## src/dbg_cmd_decoder_pkgless_note.sv

```systemverilog
// Holds no logic; every module of the decoder lives in dbg_cmd_decoder.sv.

```

## src/dbg_cmd_pkg.sv

```systemverilog
// Constants shared by the debugger command decoder.
// Assumes byte-level framing of the debug serial line is done elsewhere.
package dbg_cmd_pkg;
    // ----------------------------------------------------------------
    // Command codes
    // ----------------------------------------------------------------
    localparam logic [7:0] CMD_RD_REV = 8'h00;
    localparam logic [7:0] CMD_RD_STAT = 8'h02;
    localparam logic [7:0] CMD_RD_RTC = 8'h03;
    localparam logic [7:0] CMD_WR_CTRL = 8'h04;
    localparam logic [7:0] CMD_RD_CTRL = 8'h05;
    localparam logic [7:0] CMD_RD_DMEM = 8'h0D;
    localparam logic [7:0] CMD_RD_CRC = 8'h0E;
    localparam logic [7:0] CMD_STEP = 8'h10;
    localparam logic [7:0] CMD_STUFF = 8'h11;
    localparam logic [7:0] CMD_EXEC = 8'h12;
    // ----------------------------------------------------------------
    // Register fields and values
    // ----------------------------------------------------------------
    localparam int CTRL_DBG_BIT = 7;
    localparam logic [7:0] CTRL_RESET = 8'h00;
    localparam int STAT_DBG_BIT = 7;
    localparam int STAT_HALT_BIT = 6;
    localparam int STAT_PROT_BIT = 5;
    // Arbitrary revision value
    localparam logic [15:0] REVISION = 16'h0101;
    // ----------------------------------------------------------------
    // Checksum and block read
    // ----------------------------------------------------------------
    localparam logic [15:0] CRC_POLY = 16'h1021;
    localparam logic [15:0] CRC_INIT = 16'hFFFF;
    localparam logic [15:0] CRC_NOT_DEBUG = 16'hFFFF;
    localparam logic [16:0] DMEM_FULL_COUNT = 17'h10000;
    localparam int PMEM_BYTES_DEFAULT = 65536;
    typedef enum logic [2:0] {
        S_IDLE, S_OPND, S_SEND, S_CRC, S_DMEM, S_DWAIT, S_DSEND
    } state_type;
endpackage

```

## src/dbg_cmd_decoder.sv

```systemverilog
// Command decoder of the on-chip debugger: takes command and operand
// bytes from the debug serial line and answers on the same line.
// Assumes the line's bit framing is handled outside; memories answer
// a read one cycle after the read strobe.
`timescale 1ns/10ps
module dbg_cmd_decoder #(
    parameter int PMEM_BYTES = dbg_cmd_pkg::PMEM_BYTES_DEFAULT
) (
    // Clock and reset
    input wire logic clk_i,
    input wire logic srst_i,
    // Received bytes of the debug serial line
    input wire logic rx_valid_i,
    input wire logic [7:0] rx_byte_i,
    // Answer bytes to the debug serial line
    output logic tx_valid_o,
    output logic [7:0] tx_byte_o,
    input wire logic tx_ready_i,
    // Device state
    input wire logic read_protect_option_i,
    input wire logic cpu_halted_i,
    input wire logic brk_return_i,
    input wire logic [15:0] runtime_count_i,
    input wire logic [2:0] op_len_i,
    output logic debug_mode_flag_o,
    // CPU instruction control
    output logic step_o,
    output logic stuff_o,
    output logic exec_valid_o,
    output logic exec_last_o,
    output logic [7:0] cpu_byte_o,
    // Program memory read port
    output logic pmem_rd_o,
    output logic [15:0] pmem_addr_o,
    input wire logic [7:0] pmem_data_i,
    // Data memory read port
    output logic dmem_rd_o,
    output logic [7:0] dmem_addr_o,
    input wire logic [7:0] dmem_data_i
);
    localparam logic [16:0] PMEM_N = 17'(PMEM_BYTES);

    dbg_cmd_pkg::state_type state_q;
    logic [7:0] cmd_q;
    logic [7:0] ctrl_q;
    logic [1:0] opnd_idx_q;
    logic [2:0] exec_left_q;
    logic [15:0] resp_q;
    logic resp_two_q;
    logic [16:0] count_q;
    logic [16:0] crc_issue_q;
    logic [16:0] crc_done_q;
    logic [15:0] crc_q;
    logic pmem_vld_q;
    logic [15:0] crc_next;
    logic dbg;
    logic ctrl_we;

    assign dbg = ctrl_q[dbg_cmd_pkg::CTRL_DBG_BIT];
    assign debug_mode_flag_o = ctrl_q[dbg_cmd_pkg::CTRL_DBG_BIT];

    // ----------------------------------------------------------------
    // Command gating
    // ----------------------------------------------------------------
    function automatic logic cmd_allowed(input logic [7:0] c, input logic d, input logic rp);
        case (c)
            dbg_cmd_pkg::CMD_RD_REV, dbg_cmd_pkg::CMD_RD_STAT,
            dbg_cmd_pkg::CMD_RD_CTRL, dbg_cmd_pkg::CMD_WR_CTRL: begin
                cmd_allowed = 1'b1;
            end
            dbg_cmd_pkg::CMD_RD_RTC: begin
                cmd_allowed = d;
            end
            dbg_cmd_pkg::CMD_RD_CRC: begin
                // Outside debug mode it answers the fixed value instead
                cmd_allowed = !rp;
            end
            dbg_cmd_pkg::CMD_RD_DMEM, dbg_cmd_pkg::CMD_STEP,
            dbg_cmd_pkg::CMD_STUFF, dbg_cmd_pkg::CMD_EXEC: begin
                cmd_allowed = d && !rp;
            end
            default: begin
                cmd_allowed = 1'b0;
            end
        endcase
    endfunction

    function automatic logic [15:0] crc_byte(input logic [15:0] c, input logic [7:0] b);
        logic [15:0] r;
        r = c ^ {b, 8'h00};
        for (int i = 0; i < 8; i++) begin
            r = r[15] ? ((r << 1) ^ dbg_cmd_pkg::CRC_POLY) : (r << 1);
        end
        crc_byte = r;
    endfunction

    assign crc_next = crc_byte(crc_q, pmem_data_i);

    // ----------------------------------------------------------------
    // Debug control register
    // ----------------------------------------------------------------
    assign ctrl_we = (state_q == dbg_cmd_pkg::S_OPND) && rx_valid_i
        && (cmd_q == dbg_cmd_pkg::CMD_WR_CTRL);

    always_ff @(posedge clk_i) begin
        if (srst_i) begin
            ctrl_q <= dbg_cmd_pkg::CTRL_RESET;
        end else begin
            if (ctrl_we) begin
                ctrl_q <= rx_byte_i;
                if (read_protect_option_i && dbg) begin
                    ctrl_q[dbg_cmd_pkg::CTRL_DBG_BIT] <= 1'b1;
                end
            end
            // Breakpoint entry wins over a clearing write in the same cycle
            if (brk_return_i) begin
                ctrl_q[dbg_cmd_pkg::CTRL_DBG_BIT] <= 1'b1;
            end
        end
    end

    // ----------------------------------------------------------------
    // Command sequencer
    // ----------------------------------------------------------------
    always_ff @(posedge clk_i) begin
        if (srst_i) begin
            state_q <= dbg_cmd_pkg::S_IDLE;
            cmd_q <= 8'h00;
            opnd_idx_q <= 2'h0;
            exec_left_q <= 3'h0;
            resp_q <= 16'h0000;
            resp_two_q <= 1'b0;
            count_q <= 17'h00000;
            crc_issue_q <= 17'h00000;
            crc_done_q <= 17'h00000;
            crc_q <= dbg_cmd_pkg::CRC_INIT;
            tx_valid_o <= 1'b0;
            tx_byte_o <= 8'h00;
            step_o <= 1'b0;
            stuff_o <= 1'b0;
            exec_valid_o <= 1'b0;
            exec_last_o <= 1'b0;
            cpu_byte_o <= 8'h00;
            pmem_rd_o <= 1'b0;
            pmem_addr_o <= 16'h0000;
            pmem_vld_q <= 1'b0;
            dmem_rd_o <= 1'b0;
            dmem_addr_o <= 8'h00;
        end else begin
            step_o <= 1'b0;
            stuff_o <= 1'b0;
            exec_valid_o <= 1'b0;
            exec_last_o <= 1'b0;
            pmem_rd_o <= 1'b0;
            dmem_rd_o <= 1'b0;
            // Program memory data stands the cycle after the memory took the strobe
            pmem_vld_q <= pmem_rd_o;
            case (state_q)
                dbg_cmd_pkg::S_IDLE: begin
                    // Each received byte here is a command byte
                    if (rx_valid_i && cmd_allowed(rx_byte_i, dbg, read_protect_option_i)) begin
                        cmd_q <= rx_byte_i;
                        opnd_idx_q <= 2'h0;
                        exec_left_q <= 3'h0;
                        case (rx_byte_i)
                            dbg_cmd_pkg::CMD_RD_REV: begin
                                tx_valid_o <= 1'b1;
                                tx_byte_o <= dbg_cmd_pkg::REVISION[15:8];
                                resp_q <= dbg_cmd_pkg::REVISION;
                                resp_two_q <= 1'b1;
                                state_q <= dbg_cmd_pkg::S_SEND;
                            end
                            dbg_cmd_pkg::CMD_RD_STAT: begin
                                tx_valid_o <= 1'b1;
                                tx_byte_o <= 8'h00;
                                tx_byte_o[dbg_cmd_pkg::STAT_DBG_BIT] <= dbg;
                                tx_byte_o[dbg_cmd_pkg::STAT_HALT_BIT] <= cpu_halted_i;
                                tx_byte_o[dbg_cmd_pkg::STAT_PROT_BIT] <= read_protect_option_i;
                                resp_two_q <= 1'b0;
                                state_q <= dbg_cmd_pkg::S_SEND;
                            end
                            dbg_cmd_pkg::CMD_RD_RTC: begin
                                tx_valid_o <= 1'b1;
                                tx_byte_o <= runtime_count_i[15:8];
                                resp_q <= runtime_count_i;
                                resp_two_q <= 1'b1;
                                state_q <= dbg_cmd_pkg::S_SEND;
                            end
                            dbg_cmd_pkg::CMD_RD_CTRL: begin
                                tx_valid_o <= 1'b1;
                                tx_byte_o <= ctrl_q;
                                resp_two_q <= 1'b0;
                                state_q <= dbg_cmd_pkg::S_SEND;
                            end
                            dbg_cmd_pkg::CMD_RD_CRC: begin
                                if (!dbg) begin
                                    tx_valid_o <= 1'b1;
                                    tx_byte_o <= dbg_cmd_pkg::CRC_NOT_DEBUG[15:8];
                                    resp_q <= dbg_cmd_pkg::CRC_NOT_DEBUG;
                                    resp_two_q <= 1'b1;
                                    state_q <= dbg_cmd_pkg::S_SEND;
                                end else begin
                                    crc_q <= dbg_cmd_pkg::CRC_INIT;
                                    crc_issue_q <= 17'h00000;
                                    crc_done_q <= 17'h00000;
                                    state_q <= dbg_cmd_pkg::S_CRC;
                                end
                            end
                            dbg_cmd_pkg::CMD_STEP: begin
                                step_o <= 1'b1;
                            end
                            default: begin
                                state_q <= dbg_cmd_pkg::S_OPND;
                            end
                        endcase
                    end
                end
                dbg_cmd_pkg::S_OPND: begin
                    if (rx_valid_i) begin
                        opnd_idx_q <= opnd_idx_q + 2'h1;
                        case (cmd_q)
                            dbg_cmd_pkg::CMD_RD_DMEM: begin
                                // Address low, size high, size low
                                if (opnd_idx_q == 2'h0) begin
                                    dmem_addr_o <= rx_byte_i;
                                end else if (opnd_idx_q == 2'h1) begin
                                    count_q <= {1'b0, rx_byte_i, 8'h00};
                                end else begin
                                    if (count_q[15:8] == 8'h00 && rx_byte_i == 8'h00) begin
                                        count_q <= dbg_cmd_pkg::DMEM_FULL_COUNT;
                                    end else begin
                                        count_q <= {count_q[16:8], rx_byte_i};
                                    end
                                    state_q <= dbg_cmd_pkg::S_DMEM;
                                end
                            end
                            dbg_cmd_pkg::CMD_STUFF: begin
                                stuff_o <= 1'b1;
                                cpu_byte_o <= rx_byte_i;
                                state_q <= dbg_cmd_pkg::S_IDLE;
                            end
                            dbg_cmd_pkg::CMD_EXEC: begin
                                // Length comes from the opcode decoder
                                exec_valid_o <= 1'b1;
                                cpu_byte_o <= rx_byte_i;
                                // Operand index wraps at the fifth byte; the count marks the first
                                if (exec_left_q == 3'h0) begin
                                    exec_left_q <= (op_len_i == 3'h0) ? 3'h0 : op_len_i - 3'h1;
                                    if (op_len_i <= 3'h1) begin
                                        exec_last_o <= 1'b1;
                                        state_q <= dbg_cmd_pkg::S_IDLE;
                                    end
                                end else begin
                                    exec_left_q <= exec_left_q - 3'h1;
                                    if (exec_left_q == 3'h1) begin
                                        exec_last_o <= 1'b1;
                                        state_q <= dbg_cmd_pkg::S_IDLE;
                                    end
                                end
                            end
                            default: begin
                                // Control write stores through ctrl_we
                                state_q <= dbg_cmd_pkg::S_IDLE;
                            end
                        endcase
                    end
                end
                dbg_cmd_pkg::S_SEND: begin
                    if (tx_ready_i) begin
                        if (resp_two_q) begin
                            tx_byte_o <= resp_q[7:0];
                            resp_two_q <= 1'b0;
                        end else begin
                            tx_valid_o <= 1'b0;
                            state_q <= dbg_cmd_pkg::S_IDLE;
                        end
                    end
                end
                dbg_cmd_pkg::S_CRC: begin
                    // One read per cycle; reply after the last byte
                    if (crc_issue_q < PMEM_N) begin
                        pmem_rd_o <= 1'b1;
                        pmem_addr_o <= crc_issue_q[15:0];
                        crc_issue_q <= crc_issue_q + 17'h00001;
                    end
                    if (pmem_vld_q) begin
                        crc_q <= crc_next;
                        crc_done_q <= crc_done_q + 17'h00001;
                        if (crc_done_q == PMEM_N - 17'h00001) begin
                            tx_valid_o <= 1'b1;
                            tx_byte_o <= crc_next[15:8];
                            resp_q <= crc_next;
                            resp_two_q <= 1'b1;
                            state_q <= dbg_cmd_pkg::S_SEND;
                        end
                    end
                end
                dbg_cmd_pkg::S_DMEM: begin
                    dmem_rd_o <= 1'b1;
                    state_q <= dbg_cmd_pkg::S_DWAIT;
                end
                dbg_cmd_pkg::S_DWAIT: begin
                    // Memory takes the strobe at this edge; data stands one cycle later
                    if (!dmem_rd_o) begin
                        tx_valid_o <= 1'b1;
                        tx_byte_o <= dmem_data_i;
                        state_q <= dbg_cmd_pkg::S_DSEND;
                    end
                end
                dbg_cmd_pkg::S_DSEND: begin
                    if (tx_ready_i) begin
                        tx_valid_o <= 1'b0;
                        count_q <= count_q - 17'h00001;
                        dmem_addr_o <= dmem_addr_o + 8'h01;
                        state_q <= (count_q == 17'h00001) ? dbg_cmd_pkg::S_IDLE
                                                          : dbg_cmd_pkg::S_DMEM;
                    end
                end
                default: begin
                    state_q <= dbg_cmd_pkg::S_IDLE;
                end
            endcase
        end
    end

    // ----------------------------------------------------------------
    // Checks
    // ----------------------------------------------------------------
    logic idle_cmd;
    assign idle_cmd = (state_q == dbg_cmd_pkg::S_IDLE) && rx_valid_i;

    a_step_gating: assert property (@(posedge clk_i) disable iff (srst_i)
        idle_cmd && rx_byte_i == dbg_cmd_pkg::CMD_STEP
        |=> step_o == ($past(dbg) && !$past(read_protect_option_i)))
        else $error("step pulse does not match gating");
    a_crc_ffff_reply: assert property (@(posedge clk_i) disable iff (srst_i)
        idle_cmd && rx_byte_i == dbg_cmd_pkg::CMD_RD_CRC && !dbg && !read_protect_option_i
        |=> tx_valid_o && tx_byte_o == 8'hFF)
        else $error("checksum outside debug mode is not FFFF");
    a_rev_always: assert property (@(posedge clk_i) disable iff (srst_i)
        idle_cmd && rx_byte_i == dbg_cmd_pkg::CMD_RD_REV
        |=> tx_valid_o ##0 tx_byte_o == dbg_cmd_pkg::REVISION[15:8])
        else $error("revision read not answered");
    a_rp_keep_debug: assert property (@(posedge clk_i) disable iff (srst_i)
        ctrl_we && read_protect_option_i && dbg |=> debug_mode_flag_o)
        else $error("protected write cleared debug mode");
    a_brk_enters_debug: assert property (@(posedge clk_i) disable iff (srst_i)
        brk_return_i |=> debug_mode_flag_o)
        else $error("breakpoint return did not set debug mode");
    a_unknown_dropped: assert property (@(posedge clk_i) disable iff (srst_i)
        idle_cmd && !cmd_allowed(rx_byte_i, dbg, read_protect_option_i)
        |=> state_q == dbg_cmd_pkg::S_IDLE && !tx_valid_o)
        else $error("unknown command not discarded");
    a_rp_blocks_dmem: assert property (@(posedge clk_i) disable iff (srst_i)
        idle_cmd && rx_byte_i == dbg_cmd_pkg::CMD_RD_DMEM && read_protect_option_i
        |=> state_q == dbg_cmd_pkg::S_IDLE [*2])
        else $error("block read accepted under protection");
    a_tx_held: assert property (@(posedge clk_i) disable iff (srst_i)
        tx_valid_o && !tx_ready_i |=> tx_valid_o && $stable(tx_byte_o))
        else $error("answer byte dropped before taken");
    a_size_zero_full: assert property (@(posedge clk_i) disable iff (srst_i)
        state_q == dbg_cmd_pkg::S_OPND && rx_valid_i && cmd_q == dbg_cmd_pkg::CMD_RD_DMEM
        && opnd_idx_q == 2'h2 && count_q[15:8] == 8'h00 && rx_byte_i == 8'h00
        |=> count_q == dbg_cmd_pkg::DMEM_FULL_COUNT)
        else $error("size zero not taken as full count");

    c_crc_run: cover property (@(posedge clk_i) disable iff (srst_i)
        state_q == dbg_cmd_pkg::S_CRC ##1 state_q == dbg_cmd_pkg::S_SEND);
    c_dmem_byte: cover property (@(posedge clk_i) disable iff (srst_i)
        state_q == dbg_cmd_pkg::S_DSEND && tx_ready_i);
    c_exec_last: cover property (@(posedge clk_i) disable iff (srst_i) exec_last_o);
endmodule

```

## config.mk

```make
export PLATFORM = sky130hd
export DESIGN_NAME = dbg_cmd_decoder
export DESIGN_NICKNAME = d
export VERILOG_FILES = /design/src/dbg_cmd_decoder_pkgless_note.sv /design/src/dbg_cmd_pkg.sv /design/src/dbg_cmd_decoder.sv
export SDC_FILE = /design/constraint.sdc
export NUM_CORES = 1
export LEC_CHECK = 0
export ABC_AREA = 1
export BUFFER_PORTS_ARGS = -buffer_cell sky130_fd_sc_hd__buf_2
export CORE_MARGIN = 2
export CORE_UTILIZATION = 59
export CTS_BUF_LIST = sky130_fd_sc_hd__clkbuf_16
export DETAILED_ROUTE_END_ITERATION = 12
export MAX_ROUTING_LAYER = met4
export PLACE_DENSITY = 0.8
export SYNTH_ARGS = -nofsm -noshare
export SYNTH_HDL_FRONTEND = slang
export SYNTH_SLANG_ARGS = --single-unit
```

## constraint.sdc

```tcl
create_clock -name clk_i -period 3 [get_ports clk_i]
set_input_delay 0.45 -clock clk_i [delete_from_list [all_inputs] [get_ports clk_i]]
set_output_delay 0.45 -clock clk_i [all_outputs]
set_load 0.005 [all_outputs]
```

==> metrics.txt <==
status=finished, final reports clean; Hold Path Class=in2reg; drt pass-1 iters=7; RSZ-0062 raised after global routing=false; WP data required=around 3400 ps; Post-Syn Nets=between 1,000 and 1,500; Worst-Margin Slew=707 ps; Synth area leader=dfxtp_1; Clk Latency, worst-skew pair=between 400 and 500 ps; Antenna Nets Post-Route=0; Iteration-0 DRC Markers=883; CTS clk-pin slew, worst paths=approximately 60 ps; Leakage=about 4.4 nW; post-synthesis register bit count=between 100 and 150; setup bufs post-CTS=0; fin nets=1,467; gpl congestion=0.911; via count=9,040; grt ovf=0; CTS tree=built; largest net degree at the start of global routing=48; yosys warns=0; Yosys cell types=50; Die H=126 microns; Core Util, Final=~70%; I/O pin count=around 100; die area=roughly 16,000 sq um; Initial Util=between 60 and 70%; # hold bufs at CTS=0; Pins Over Slew Limit=0; leading cell types in the layout, fill and taps excluded=nand2_1, nor2_1, dfxtp_1; layout cells sized above 1=between 10 and 15%; Cell Pwr Density=about 700 nW/um^2; fin crit share=a little over four fifths; antenna violations before repair=1; Post-synth EDFFs=0; Final setup viols=0; final setup margin=between 400 and 500 ps; highest clock rate=397 MHz; classification of the worst setup path=reg2reg; Setup Skew=around 6.7 ps; WL final=about 23 mm; Die X-Extent=~130 microns; Max Root-Sink Buffers=2; Mapped Cells=1,331; setup TNS=0 ps; Syn Std Cell Area=around 9000 sq um; crit start category=flip-flop; Rows=44; critical path fanouts, max=14; DP Wirelength=about 16 mm; register area share after synthesis=between 30 and 40%; cts bufs inserted=17; minimum clock period=~2500 ps; final hold vios=0; Setup WS pre-CTS=between 500 and 600 ps; Synth top area share=between 30% and 40%; arrival time at the worst endpoint=between 2000 and 3000 ps; Fill cells=1,305; Post-route DRC=0; clk sinks=between 100 and 150; CTS Root Cell=clkbuf_16; post-synthesis average cell area=between 6 and 7 sq um; Tot GR Track Use=between 20 and 30%; Peak supply drop=~0.00046 V; CTS H-Tree Depth=4; core area=approximately 15,000 sq um; cts repair resizes=0; Avg WL per Cell=14.3 microns; ys flop type=dfxtp_1; nature of the critical path endpoint=flip-flop; routed vias/inst=about 5.6; Final Non-Filler Cells=between 1,500 and 2,000; most common cell after layout, fill and taps aside=nand2_1; top cells by area, synth=dfxtp_1, nand2_1, nor2_1, inv_1, nand3_1; asr flop ratio synth=0%; vias in the first global route=approximately 8,000; Placed Cells=roughly 1,600; Synth-to-Final Area Change=12.8%; max-cap violation count=0; Slew HR=around 52%; first-pass GRT wire length=38.0 mm; Buffers on Ports=97
through the flow:
stage	instance area, sq um	power, mW	hold WS, ps
finish	9880	6.77	308
global route	9880	7.17	336
CTS	9880	6.75	305
detailed placement	9270	4.51	420
global placement	9270	4.47	415
floorplan	8770	4.08	418
cells in the mapped netlist (6+ instances only):
| cell | n |
|---|---|
| a21oi_1 | 89 |
| a22oi_1 | 7 |
| a31oi_1 | 8 |
| buf_2 | 15 |
| buf_4 | 6 |
| buf_6 | 9 |
| clkbuf_1 | 27 |
| dfxtp_1 | 148 |
| ha_1 | 13 |
| inv_1 | 132 |
| inv_2 | 14 |
| nand2_1 | 285 |
| nand2_2 | 8 |
| nand3_1 | 91 |
| nand4_1 | 59 |
| nor2_1 | 179 |
| nor2_2 | 10 |
| nor3_1 | 25 |
| o21ai_0 | 83 |
| o21ai_1 | 10 |
| or2_2 | 10 |
| xnor2_1 | 11 |
| xor2_1 | 30 |
power by group:
group          internal [mW]  switching, mW
Combinational          0.726           1.39
Sequential              2.22          0.189
Clock                   1.38          0.864
Total                   4.33           2.44
state kept, by name (all words and copies together), names as in the netlist, 2 cells and up:
name and count:
crc_done_q 17, ctrl_q 8, resp_q 8, cpu_byte_o 8, opnd_idx_q 2, dmem_addr_o 8, tx_byte_o 8, count_q 17
exec_left_q 3, pmem_addr_o 16, cmd_q 8, crc_q 16, state_q 3, crc_issue_q 17
final timing paths:
kind	from	to	slack, ps	cells past startpoint
setup / recovery	crc_done_q[0]$_SDFFE_PP0P_	tx_byte_o[4]$_SDFFE_PP0P_	480	15
setup reg to reg	crc_done_q[0]$_SDFFE_PP0P_	tx_byte_o[4]$_SDFFE_PP0P_	480	15
hold reg to reg	pmem_rd_o$_SDFF_PP0_	pmem_vld_q$_SDFF_PP0_	420	2
hold / removal	brk_return_i	ctrl_q[7]$_SDFFE_PP0P_	310	3
per-layer routing:
layer / vias up / track usage, % / part of all wire [%]
li1: 4515 / - / -
met1: 4135 / 39.7 / 45
met2: 347 / 45.9 / 46
met3: 43 / 4.80 / 7.1
met4: 0 / 9.11 / 1.7
met5: - / - / 0
critical path, cell delays in order, from the launching register on:
cell     delay (ps)
dfxtp_1         380
ha_1            190
nand2_1          80
nor3_1          250
nand4_1         110
nor4_1          240
ha_1            200
or2_1           110
nand2_1          60
nor2_1          100
nand3_1         120
nor2_4          150
nand3_4         170
nand2_1         110
nand2_1          50
nor2_1          110
area by class of cell:
type                    instances  area, sq um  area share, %
flip-flops and latches        148         2960           30.0
well taps                     184          230           2.33
clock inverters                15          189           1.91
clock buffers                  17          425           4.30
inverters                     150          564           5.71
repair buffers                115          621           6.28
diodes                          1         2.50         0.0253
multi-input cells             972         4890           49.5
kinds of logic (layout without fill, tap and decap cells):
kind of cell / after synthesis / after routing / synth area share, %
XOR/XNOR: 41 / 41 / 4.10
flip-flops: 148 / 148 / 33.8
adder cells (fa/ha/maj): 13 / 13 / 1.86
other: 0 / 1 / 0
AO/OA/AOI/OAI: 221 / 221 / 13.7
AND/OR/NAND/NOR: 697 / 697 / 36.1
buffers and inverters: 211 / 297 / 10.4
Note: power is estimated with default switching activity, not from simulation.
